--- src/inc/fpg_pkg.sv ---
// Purpose: shared constants of the four pin general purpose port
// Assumes: byte wide register port, word index addressing
// Notes: offsets index the plain register port directly
`default_nettype none
package fpg_pkg;
  // register port geometry
  localparam int ADDR_W = 3;
  localparam int DATA_W = 8;
  localparam int NBIDIR = 3;
  // register offsets
  localparam logic [2:0] OFF_DATA = 3'h0;   // pin data and pull-up enable
  localparam logic [2:0] OFF_LATCH = 3'h1;  // output latch
  localparam logic [2:0] OFF_DIR = 3'h2;    // pin direction bits
  localparam logic [2:0] OFF_ANSEL = 3'h3;  // analog channel select
  localparam logic [2:0] OFF_STATUS = 3'h4; // read-only strap status
  // field positions in the data register
  localparam int BIT_PULLUP = 7;
  localparam int BIT_PIN3 = 3;
  // field positions in the status register
  localparam int ST_FUSE = 0;
  localparam int ST_MASTER_CLEAR_INPUT = 1;
  localparam int ST_SMALL = 2;
  // reset values
  localparam logic [2:0] DIR_RST = 3'h7;
  localparam logic [2:0] LATCH_RST = 3'h0;
  localparam logic [2:0] ANSEL_RST = 3'h7;
  localparam logic PULLUP_RST = 1'b0;
  // synchroniser depth for pin inputs
  localparam int SYNC_STAGES = 2;
endpackage
`default_nettype wire

--- src/rtl/fpg_port.sv ---
// Purpose: four pin port, three bidirectional pins and one input pin
// Assumes: stream strobes and neighbour latch come from mclk logic
// Notes: fuse and pin levels are synchronised before use
`default_nettype none
// Function
// - direction 1 floats pin, 0 drives latch
// - analog pin reads zero, input cut
// - bit 7 gates neighbour pull-ups by latch
// - direction bits still steer analog pins
// - reset selects analog on pins 2..0
// - latch register reads latch, not pins
// - fuse 0: pin 3 plain input only
// - fuse 1: pin 3 is master clear
// - bit 3 reads zero under master clear
// - data bits 6..4 read zero
// - small package: only pin 3 exists
// - output path ignores analog selection
// - stream port drives clocks and strobe
// - pin 3 always an input
module fpg_port #(
  parameter bit SMALL_PKG = 1'b0
) (
  input wire logic mclk,
  input wire logic rst_n,
  input wire logic [fpg_pkg::ADDR_W-1:0] addr,
  input wire logic [fpg_pkg::DATA_W-1:0] wdata,
  input wire logic wr,
  input wire logic rd,
  output logic [fpg_pkg::DATA_W-1:0] rdata,
  input wire logic [2:0] pin_in,
  output logic [2:0] pin_out,
  output logic [2:0] pin_oe_n,
  input wire logic input_only_pin3,
  input wire logic reset_pin_fuse,
  output logic master_clear_req,
  input wire logic stream_port_enable,
  input wire logic stream_port_clock_one,
  input wire logic stream_port_clock_two,
  input wire logic stream_port_output_strobe,
  input wire logic [7:0] neighbour_latch,
  output logic [7:0] neighbour_pullup
);
  // software state
  logic [2:0] latch;      // output latch
  logic [2:0] pin_direction_bits; // 1 = input
  logic [2:0] analog_sel; // 1 = analog channel on the pin
  logic neighbour_pullup_enable;
  // synchronised outside levels
  logic [2:0] pin_lvl;
  logic pin3_lvl;
  logic fuse_lvl;
  // decoded strobes
  logic wr_data;
  logic wr_latch;
  logic wr_dir;
  logic wr_ansel;
  // read path
  logic [2:0] pin_read;
  logic pin3_read;
  logic [fpg_pkg::DATA_W-1:0] next_rdata;
  logic [2:0] stream_sig;
  logic bidir_on;

  // bidirectional pins exist only in the larger package
  assign bidir_on = ~SMALL_PKG;

  // strobes to the stream port pins, index order 0,1,2
  assign stream_sig = {stream_port_output_strobe, stream_port_clock_two,
                       stream_port_clock_one};

  // pin levels: two flops before anything looks at them
  fpg_sync #(.W(3)) u_sync_pins (
    .mclk(mclk),
    .rst_n(rst_n),
    .d(pin_in),
    .q(pin_lvl)
  );

  // input-only pin and fuse strap share one synchroniser
  fpg_sync #(.W(2)) u_sync_misc (
    .mclk(mclk),
    .rst_n(rst_n),
    .d({reset_pin_fuse, input_only_pin3}),
    .q({fuse_lvl, pin3_lvl})
  );

  // address decode; writes only on an exact offset
  assign wr_data = wr && (addr == fpg_pkg::OFF_DATA);
  assign wr_latch = wr && (addr == fpg_pkg::OFF_LATCH);
  assign wr_dir = wr && (addr == fpg_pkg::OFF_DIR);
  assign wr_ansel = wr && (addr == fpg_pkg::OFF_ANSEL);

  // output latch: written from either the latch or the data offset
  always_ff @(posedge mclk or negedge rst_n) begin
    if (!rst_n) begin
      latch <= fpg_pkg::LATCH_RST;
    end else if (bidir_on && (wr_latch || wr_data)) begin
      latch <= wdata[2:0];
    end
  end

  // direction bits; pin 3 has none at all
  always_ff @(posedge mclk or negedge rst_n) begin
    if (!rst_n) begin
      pin_direction_bits <= fpg_pkg::DIR_RST;
    end else if (bidir_on && wr_dir) begin
      pin_direction_bits <= wdata[2:0];
    end
  end

  // analog select, all channels on after reset
  always_ff @(posedge mclk or negedge rst_n) begin
    if (!rst_n) begin
      analog_sel <= fpg_pkg::ANSEL_RST;
    end else if (bidir_on && wr_ansel) begin
      analog_sel <= wdata[2:0];
    end
  end

  // neighbour pull-up enable lives in the data register
  always_ff @(posedge mclk or negedge rst_n) begin
    if (!rst_n) begin
      neighbour_pullup_enable <= fpg_pkg::PULLUP_RST;
    end else if (bidir_on && wr_data) begin
      neighbour_pullup_enable <= wdata[fpg_pkg::BIT_PULLUP];
    end
  end

  // each pull-up follows its own latch bit while enabled
  always_ff @(posedge mclk or negedge rst_n) begin
    if (!rst_n) begin
      neighbour_pullup <= 8'h00;
    end else if (neighbour_pullup_enable) begin
      neighbour_pullup <= neighbour_latch;
    end else begin
      neighbour_pullup <= 8'h00;
    end
  end

  // one cell per bidirectional pin
  for (genvar i = 0; i < fpg_pkg::NBIDIR; i++) begin : g_pin
    fpg_pin_cell u_cell (
      .mclk(mclk),
      .rst_n(rst_n),
      .enable(bidir_on),
      .latch_bit(latch[i]),
      .dir_bit(pin_direction_bits[i]),
      .analog_sel(analog_sel[i]),
      .stream_en(stream_port_enable),
      .stream_sig(stream_sig[i]),
      .pin_lvl(pin_lvl[i]),
      .pin_out(pin_out[i]),
      .pin_oe_n(pin_oe_n[i]),
      .read_bit(pin_read[i])
    );
  end

  // pin 3 is a port input only when the fuse is clear;
  // it never drives, so no driver exists for it
  assign pin3_read = pin3_lvl & ~fuse_lvl;

  // master clear request: pin is active low when the fuse is set
  always_ff @(posedge mclk or negedge rst_n) begin
    if (!rst_n) begin
      master_clear_req <= 1'b0;
    end else begin
      master_clear_req <= fuse_lvl & ~pin3_lvl;
    end
  end

  // read mux; unimplemented bits and unmapped offsets give zero
  always_comb begin
    next_rdata = 8'h00;
    case (addr)
      fpg_pkg::OFF_DATA: begin
        next_rdata[2:0] = pin_read;
        next_rdata[fpg_pkg::BIT_PIN3] = pin3_read;
        next_rdata[fpg_pkg::BIT_PULLUP] = neighbour_pullup_enable;
        // bits 6..4 stay zero
      end
      fpg_pkg::OFF_LATCH: begin
        next_rdata[2:0] = latch;
      end
      fpg_pkg::OFF_DIR: begin
        next_rdata[2:0] = pin_direction_bits;
      end
      fpg_pkg::OFF_ANSEL: begin
        next_rdata[2:0] = analog_sel;
      end
      fpg_pkg::OFF_STATUS: begin
        next_rdata[fpg_pkg::ST_FUSE] = fuse_lvl;
        next_rdata[fpg_pkg::ST_MASTER_CLEAR_INPUT] = master_clear_req;
        next_rdata[fpg_pkg::ST_SMALL] = SMALL_PKG;
      end
      default: begin
        next_rdata = 8'h00;
      end
    endcase
  end

  // read data stand only in the cycle after the strobe
  always_ff @(posedge mclk or negedge rst_n) begin
    if (!rst_n) begin
      rdata <= 8'h00;
    end else if (rd) begin
      rdata <= next_rdata;
    end else begin
      rdata <= 8'h00;
    end
  end
endmodule
`default_nettype wire

--- src/rtl/fpg_sync.sv ---
// Purpose: two flip-flop synchroniser for pin level inputs
// Assumes: inputs are slow levels from outside the clock domain
// Notes: first stage feeds only the second stage
`default_nettype none
module fpg_sync #(
  parameter int W = 1
) (
  input wire logic mclk,
  input wire logic rst_n,
  input wire logic [W-1:0] d,
  output logic [W-1:0] q
);
  logic [W-1:0] meta; // first stage, may go metastable

  // two stages, reset to zero
  always_ff @(posedge mclk or negedge rst_n) begin
    if (!rst_n) begin
      meta <= '0;
      q <= '0;
    end else begin
      meta <= d;
      q <= meta;
    end
  end
endmodule
`default_nettype wire

--- src/rtl/fpg_pin_cell.sv ---
// Purpose: output mux and read path of one bidirectional pin
// Assumes: pin_lvl is already synchronised
// Notes: drive outputs are registered, one cycle after their cause
`default_nettype none
module fpg_pin_cell (
  input wire logic mclk,
  input wire logic rst_n,
  input wire logic enable,
  input wire logic latch_bit,
  input wire logic dir_bit,
  input wire logic analog_sel,
  input wire logic stream_en,
  input wire logic stream_sig,
  input wire logic pin_lvl,
  output logic pin_out,
  output logic pin_oe_n,
  output logic read_bit
);
  // digital read path is cut when the analog channel owns the pin
  assign read_bit = enable & pin_lvl & ~analog_sel;

  // driver: streaming strobe wins, else latch under direction bit;
  // analog select does not touch the driver, so software must keep dir=1
  always_ff @(posedge mclk or negedge rst_n) begin
    if (!rst_n) begin
      pin_out <= 1'b0;
      pin_oe_n <= 1'b1;
    end else if (!enable) begin
      pin_out <= 1'b0;
      pin_oe_n <= 1'b1;
    end else if (stream_en) begin
      pin_out <= stream_sig;
      pin_oe_n <= 1'b0;
    end else begin
      pin_out <= latch_bit;
      pin_oe_n <= dir_bit;
    end
  end
endmodule
`default_nettype wire

--- config.mk ---
export PLATFORM = sky130hd
export DESIGN_NAME = fpg_port
export DESIGN_NICKNAME = d
export VERILOG_FILES = /design/src/inc/fpg_pkg.sv /design/src/rtl/fpg_port.sv /design/src/rtl/fpg_sync.sv /design/src/rtl/fpg_pin_cell.sv
export SDC_FILE = /design/constraint.sdc
export NUM_CORES = 1
export LEC_CHECK = 0
export BUFFER_PORTS_ARGS = -buffer_cell sky130_fd_sc_hd__clkbuf_2
export CORE_UTILIZATION = 48
export CTS_CLUSTER_DIAMETER = 60
export DETAILED_ROUTE_END_ITERATION = 8
export PLACE_DENSITY_LB_ADDON = 0.1
export SLEW_MARGIN = 15
export SYNTH_ARGS = -nofsm -noshare
export SYNTH_HDL_FRONTEND = slang
export SYNTH_SLANG_ARGS = --single-unit
--- constraint.sdc ---
create_clock -name mclk -period 1.45 [get_ports mclk]
set_input_delay 0.145 -clock mclk [delete_from_list [all_inputs] [get_ports mclk]]
set_output_delay 0.145 -clock mclk [all_outputs]
set_load 0.02 [all_outputs]
**Word-level counts from Yosys, hierarchy flattened**

Index checks and enable logic that the tools add are counted.

- Muxes and demuxes: 11
- Bitwise gates (word level): 10
- Equality and inequality tests: 4
- Reduce and logical (&&, ||, !) cells: 6

Operators by type and width:

| kind | count |
|---|---|
| $mux W8 | 2 |
| $pmux W3 S5 | 1 |
| $mux W1 | 8 |
| $eq A3 B2 Y1 const B | 2 |
| $and A1 B1 Y1 | 5 |
| $not A1 Y1 | 5 |
| $logic_and A1 B1 Y1 | 4 |
| $eq A3 B1 Y1 const B | 1 |
| $eq A3 B3 Y1 const B | 1 |
| $logic_not A3 Y1 | 1 |
| $logic_or A1 B1 Y1 | 1 |

- Word-level logic and storage cells: 48
- Bits of input ports: 32
- Output and inout port bits: 23
- Register bits: 43

**Depth between registers and ports, before layout**

- Depth in word-level cells: 4
- Gate-level depth with buffers: 4
- Depth with buffers taken out: 3

**Modules after synthesis**

From an unflattened synthesis, not the netlist that was laid out.

- Cells, all modules: 103
- Area total of the unflattened synthesis: 1510.2 um^2

By module, submodules not included:

| module | times used | area each (um^2) | cells each | sequential area each (um^2) |
|---|---|---|---|---|
| fpg_port | 1 | 1008.5 | 69 | 608.1 |
| fpg_pin_cell | 3 | 83.8 | 8 | 51.3 |
| fpg_sync at u_sync_pins | 1 | 150.1 | 6 | 150.1 |
| fpg_sync at u_sync_misc | 1 | 100.1 | 4 | 100.1 |

**Least setup slack after synthesis**

OpenSTA, ideal clock, no wires.

- Path kind: register to register
- Start: reg analog_sel[1]
- End: reg rdata[1] in the netlist's numbering
- Buffers on the path: 0
- Slack: 242 ps
- Setup time: 122 ps
- Stages on the path, launching flop included: 4
- Data required time: 1328 ps
- Arrival time: 1087 ps
- Clock period less this slack: 1208 ps
- Path through: dfstp_2 -> nor2_1 -> a221o_1 -> a32o_1

- Cells in the longest elaborated chain, start to end: 4

RTL lines:

| item | line | RTL |
|---|---|---|
| from (decl) | fpg_port.sv:46 | `logic [2:0] analog_sel;` |
| from (signal assigned) | fpg_port.sv:114 | `analog_sel <= fpg_pkg::ANSEL_RST;` |
| from (signal assigned) | fpg_port.sv:116 | `analog_sel <= wdata[2:0];` |
| $not A1 Y1 | fpg_pin_cell.sv:20 | `assign read_bit = enable & pin_lvl & ~analog_sel;` |
| $and A1 B1 Y1 | fpg_pin_cell.sv:20 |  |
| $pmux W3 S5 (*) | fpg_port.sv:174 | `case (addr)` |
| $mux W8 (*) | fpg_port.sv:205 | `end else if (rd) begin` |
| to (signal assigned) | fpg_port.sv:206 | `rdata <= next_rdata;` |
| to (decl) | fpg_port.sv:29 | `output logic [fpg_pkg::DATA_W-1:0] rdata,` |

Every way passes the cells marked *; elsewhere a longest branch is shown, timed or not.
A chain may end at the register's enable or synchronous reset.

**Final worst setup path**

Ends and elaborated chain as after synthesis.

==> key figures <==
Clocking
  – CTS Buffer Depth: 2
  – CTS root buf: clkbuf_4
  – Clock sinks: 40
  – Clock Latency Late Sink: 0.33 ns
  – Clk pin slew, worst setup/hold paths: 0.10 ns
  – TritonCTS buffer count: 5
  – Clock tree from TritonCTS: built
  – H-tree Lvls: 2
  – Setup repair bufs after CTS: 0

Min path
  – Worst Hold Depth: 2
  – Hold Path Class: input port to flip-flop
  – Hold path start: neighbour_latch[2]
  – Hold Path Sink: neighbour_pullup[2]

Routing
  – Final wirelength: 2480 um
  – Total number of vias: 970
  – Mean number of vias per cell: 4.64
  – WL per Instance: 11.8 um
  – Number of DRC markers in iteration 0: 9
  – 1st-pass router iterations: 4
  – Residual DRC: 0
  – Remaining antenna violation count: 0

Worst setup path
  – Worst r2r dst: rdata[1]
  – R2r startpoint: analog_sel[1]
  – Crit Path Class: flip-flop to flip-flop
  – CP Capture Type: flip-flop
  – Crit-path max FO: 3
  – Flop2flop setup slack: 0.17 ns
  – Reg2Reg Depth: 3
  – Crit path arrival time: 1.50 ns
  – Worst EP required: 1.68 ns
  – Startpoint types: flip-flop

Flow run
  – Number of max-cap violations: 0

STA
  – Min Tclk post-route: 1.28 ns
  – Slew Viols, Final: 0
  – Setup violators final: 0
  – Setup TNS: 0 ns
  – Clk_skew: 0.00894 ns
  – Final WS setup: 0.173 ns
  – Crit share post-route: 88.1%
  – Final Hold Fails: 0
  – Fmax: 783 MHz
  – RSZ-0062 raised after global routing: false

Power and ir drop
  – P_int: 1.76 mW
  – Pleak: 0.977 nW
  – P per Cell Area: 1200 mW/mm^2
  – Peak supply drop: 0.615 mV
  – Switching portion of total power: 25.5%
  – Share of total power in combinational logic: 17.2%
  – Sequential power share: 57.4%
  – Net Sw Power: 0.602 mW
  – Clock power share: 25.5%

GRT
  – Vias in the first global route: 908
  – GRT met3 Usage: 5.27%
  – GRT Util Overall: 16.7%
  – Met2 usage: 26.3%
  – Congestion Overflow GR: 0
  – Met1 usage: 19.1%
  – First-pass GRT wire length: 3980 um
  – Largest net degree at the start of global routing: 23
  – Initial antenna violation count: 0
  – GR peak layer: met2

Synthesis
  – Synth Warn #: 0
  – Sequential area share after synthesis: 65.8%
  – Mapped Area: 0.00154 mm^2
  – Area contributors post-synth: dfrtp_1 (50%), dfstp_2 (15%), mux2_2 (6.6%)
  – Syn Area/Cell: 14.5 um^2
  – Synth unique cells: 26
  – #FFs+latches synth: 40
  – Largest area contributor in the netlist: dfrtp_1
  – Top cell type's share of synthesized area: 50.4%
  – Cells after synthesis: 106

Place
  – DP HPWL: 1780 um
  – Setup slack at placement: 0.173 ns
  – IO Port Bufs: 47
  – GPL Wtd Cong: 0.751

Floorplan
  – # IOs: 55
  – Die Span X: 58.6 um
  – Die Ht: 58.6 um
  – Die area: 0.00344 mm^2
  – Initial Utilization: 50.4%
  – Placement Rows: 20
  – Core Area: 0.00305 mm^2

Finish
  – Layout cells sized above 1: 47.3%
  – Inserted Diodes: 0
  – Layout overhead on the synthesized area: 27.6%
  – # nets final: 196

Run status
  – Outcome: completed
[cell type report]
type                    instances  area (um^2)
fillers                       247         1090
flip-flops and latches         40         1010
multi-input cells              57          454
repair buffers                 60          373
clock buffers                   8         68.8
well taps                      44         55.1
[flip-flops by register name, indices dropped and copies added, names as in the netlist]
| signal | count |
|---|---|
| u_sync_misc.meta | 2 |
| u_sync_misc.q | 2 |
| neighbour_pullup_enable | 1 |
| g_pin.u_cell.pin_out | 3 |
| u_sync_pins.meta | 3 |
| master_clear_req | 1 |
| latch | 3 |
| pin_direction_bits | 3 |
| analog_sel | 3 |
| neighbour_pullup | 8 |
| rdata | 5 |
| g_pin.u_cell.pin_oe_n | 3 |
| u_sync_pins.q | 3 |
[cells in the mapped netlist]
| cell | instances |
|---|---|
| a221o_1 | 2 |
| a21oi_1 | 2 |
| or3b_1 | 1 |
| dfrtp_1 | 31 |
| mux2_1 | 4 |
| buf_2 | 1 |
| a32o_1 | 1 |
| conb_1 | 1 |
| nor2_1 | 4 |
| nand4b_2 | 1 |
| nor3_1 | 1 |
| mux2_2 | 9 |
| buf_4 | 10 |
| nand2_1 | 3 |
| nand2b_4 | 1 |
| mux2i_1 | 2 |
| and3_1 | 3 |
| and2_1 | 8 |
| o211a_1 | 1 |
| nand3b_1 | 2 |
| dfstp_2 | 9 |
| nor2b_1 | 5 |
| a221oi_2 | 1 |
| o21ai_0 | 1 |
| and4b_1 | 1 |
| nor3b_2 | 1 |
[metrics by stage]
step	hold slack [ns]	instance area [um^2]	total power, mW	instances	util (%)
3_3_place_gp	0.114	1780	1.75	190	58.4
3_5_place_dp	0.121	1780	1.77	190	58.4
2_1_floorplan	-0.151	1550	1.63	108	-
6_report	0.0213	1960	2.36	209	64.3
5_1_grt	0.00580	1960	2.49	209	64.3
4_1_cts	0.00355	1960	2.40	209	64.3
[cells by family after synthesis]
| kind of cell | Yosys count | share of synthesized area, % |
|---|---|---|
| other cells | 1 | 0.244 |
| buf+inv | 11 | 5.20 |
| mux | 15 | 10.8 |
| simple gates | 31 | 13.4 |
| flops | 40 | 65.8 |
| compound gates | 8 | 4.55 |
[metal layers]
layer / part of all wire [%] / up-vias / routed length, um
li1: - / 472 / -
met1: 45 / 451 / 1110
met2: 47 / 40 / 1160
met3: 5.5 / 7 / 137
met4: 2.8 / 0 / 70
met5: 0 / - / 0
[power by group through the flow]
stage	registers (mW)	logic [mW]	clock network, mW
2_1_floorplan	1.40	0.228	0
3_3_place_gp	1.37	0.381	0
3_5_place_dp	1.38	0.387	0
4_1_cts	1.36	0.411	0.632
5_1_grt	1.37	0.445	0.671
6_report	1.36	0.406	0.602
[critical path, cell delays in order (launching register included)]
cell     delay (ns)
dfstp_2        0.55
nor2_1         0.04
a221o_1        0.34
a32o_1         0.26
[worst max-delay path by stage]
stage	startpoint	to	slack (ns)	cells past startpoint
2_1_floorplan	analog_sel[1]	rdata[1]	0.24	3
3_3_place_gp	analog_sel[1]	rdata[1]	0.18	3
3_5_place_dp	analog_sel[1]	rdata[1]	0.17	3
4_1_cts	analog_sel[1]	rdata[1]	0.16	3
5_1_grt	analog_sel[1]	rdata[1]	0.12	3
6_report	analog_sel[1]	rdata[1]	0.17	3
[timing repair]
action | 4_1_cts | 5_1_grt
endpoints found under the hold margin | 27 | 0
hold buffers | 11 | 0
gates resized for setup | 0 | 0
[cells in the final DEF, fill, tap and decap left out, drive strengths merged]
cell type / count
nand4b: 1
a32o: 1
dlygate4sd3: 11
a221o: 2
nand2b: 1
nand2: 3
a221oi: 1
and4b: 1
nor3: 1
clkbuf: 55
conb: 3
nor2b: 5
and3: 3
o21ai: 1
buf: 2
dfstp: 9
or3b: 1
a21oi: 2
mux2i: 2
nor3b: 1
nor2: 4
dfrtp: 31
mux2: 13
and2: 8
nand3b: 2
o211a: 1
Power figures use the tool's default switching activity.
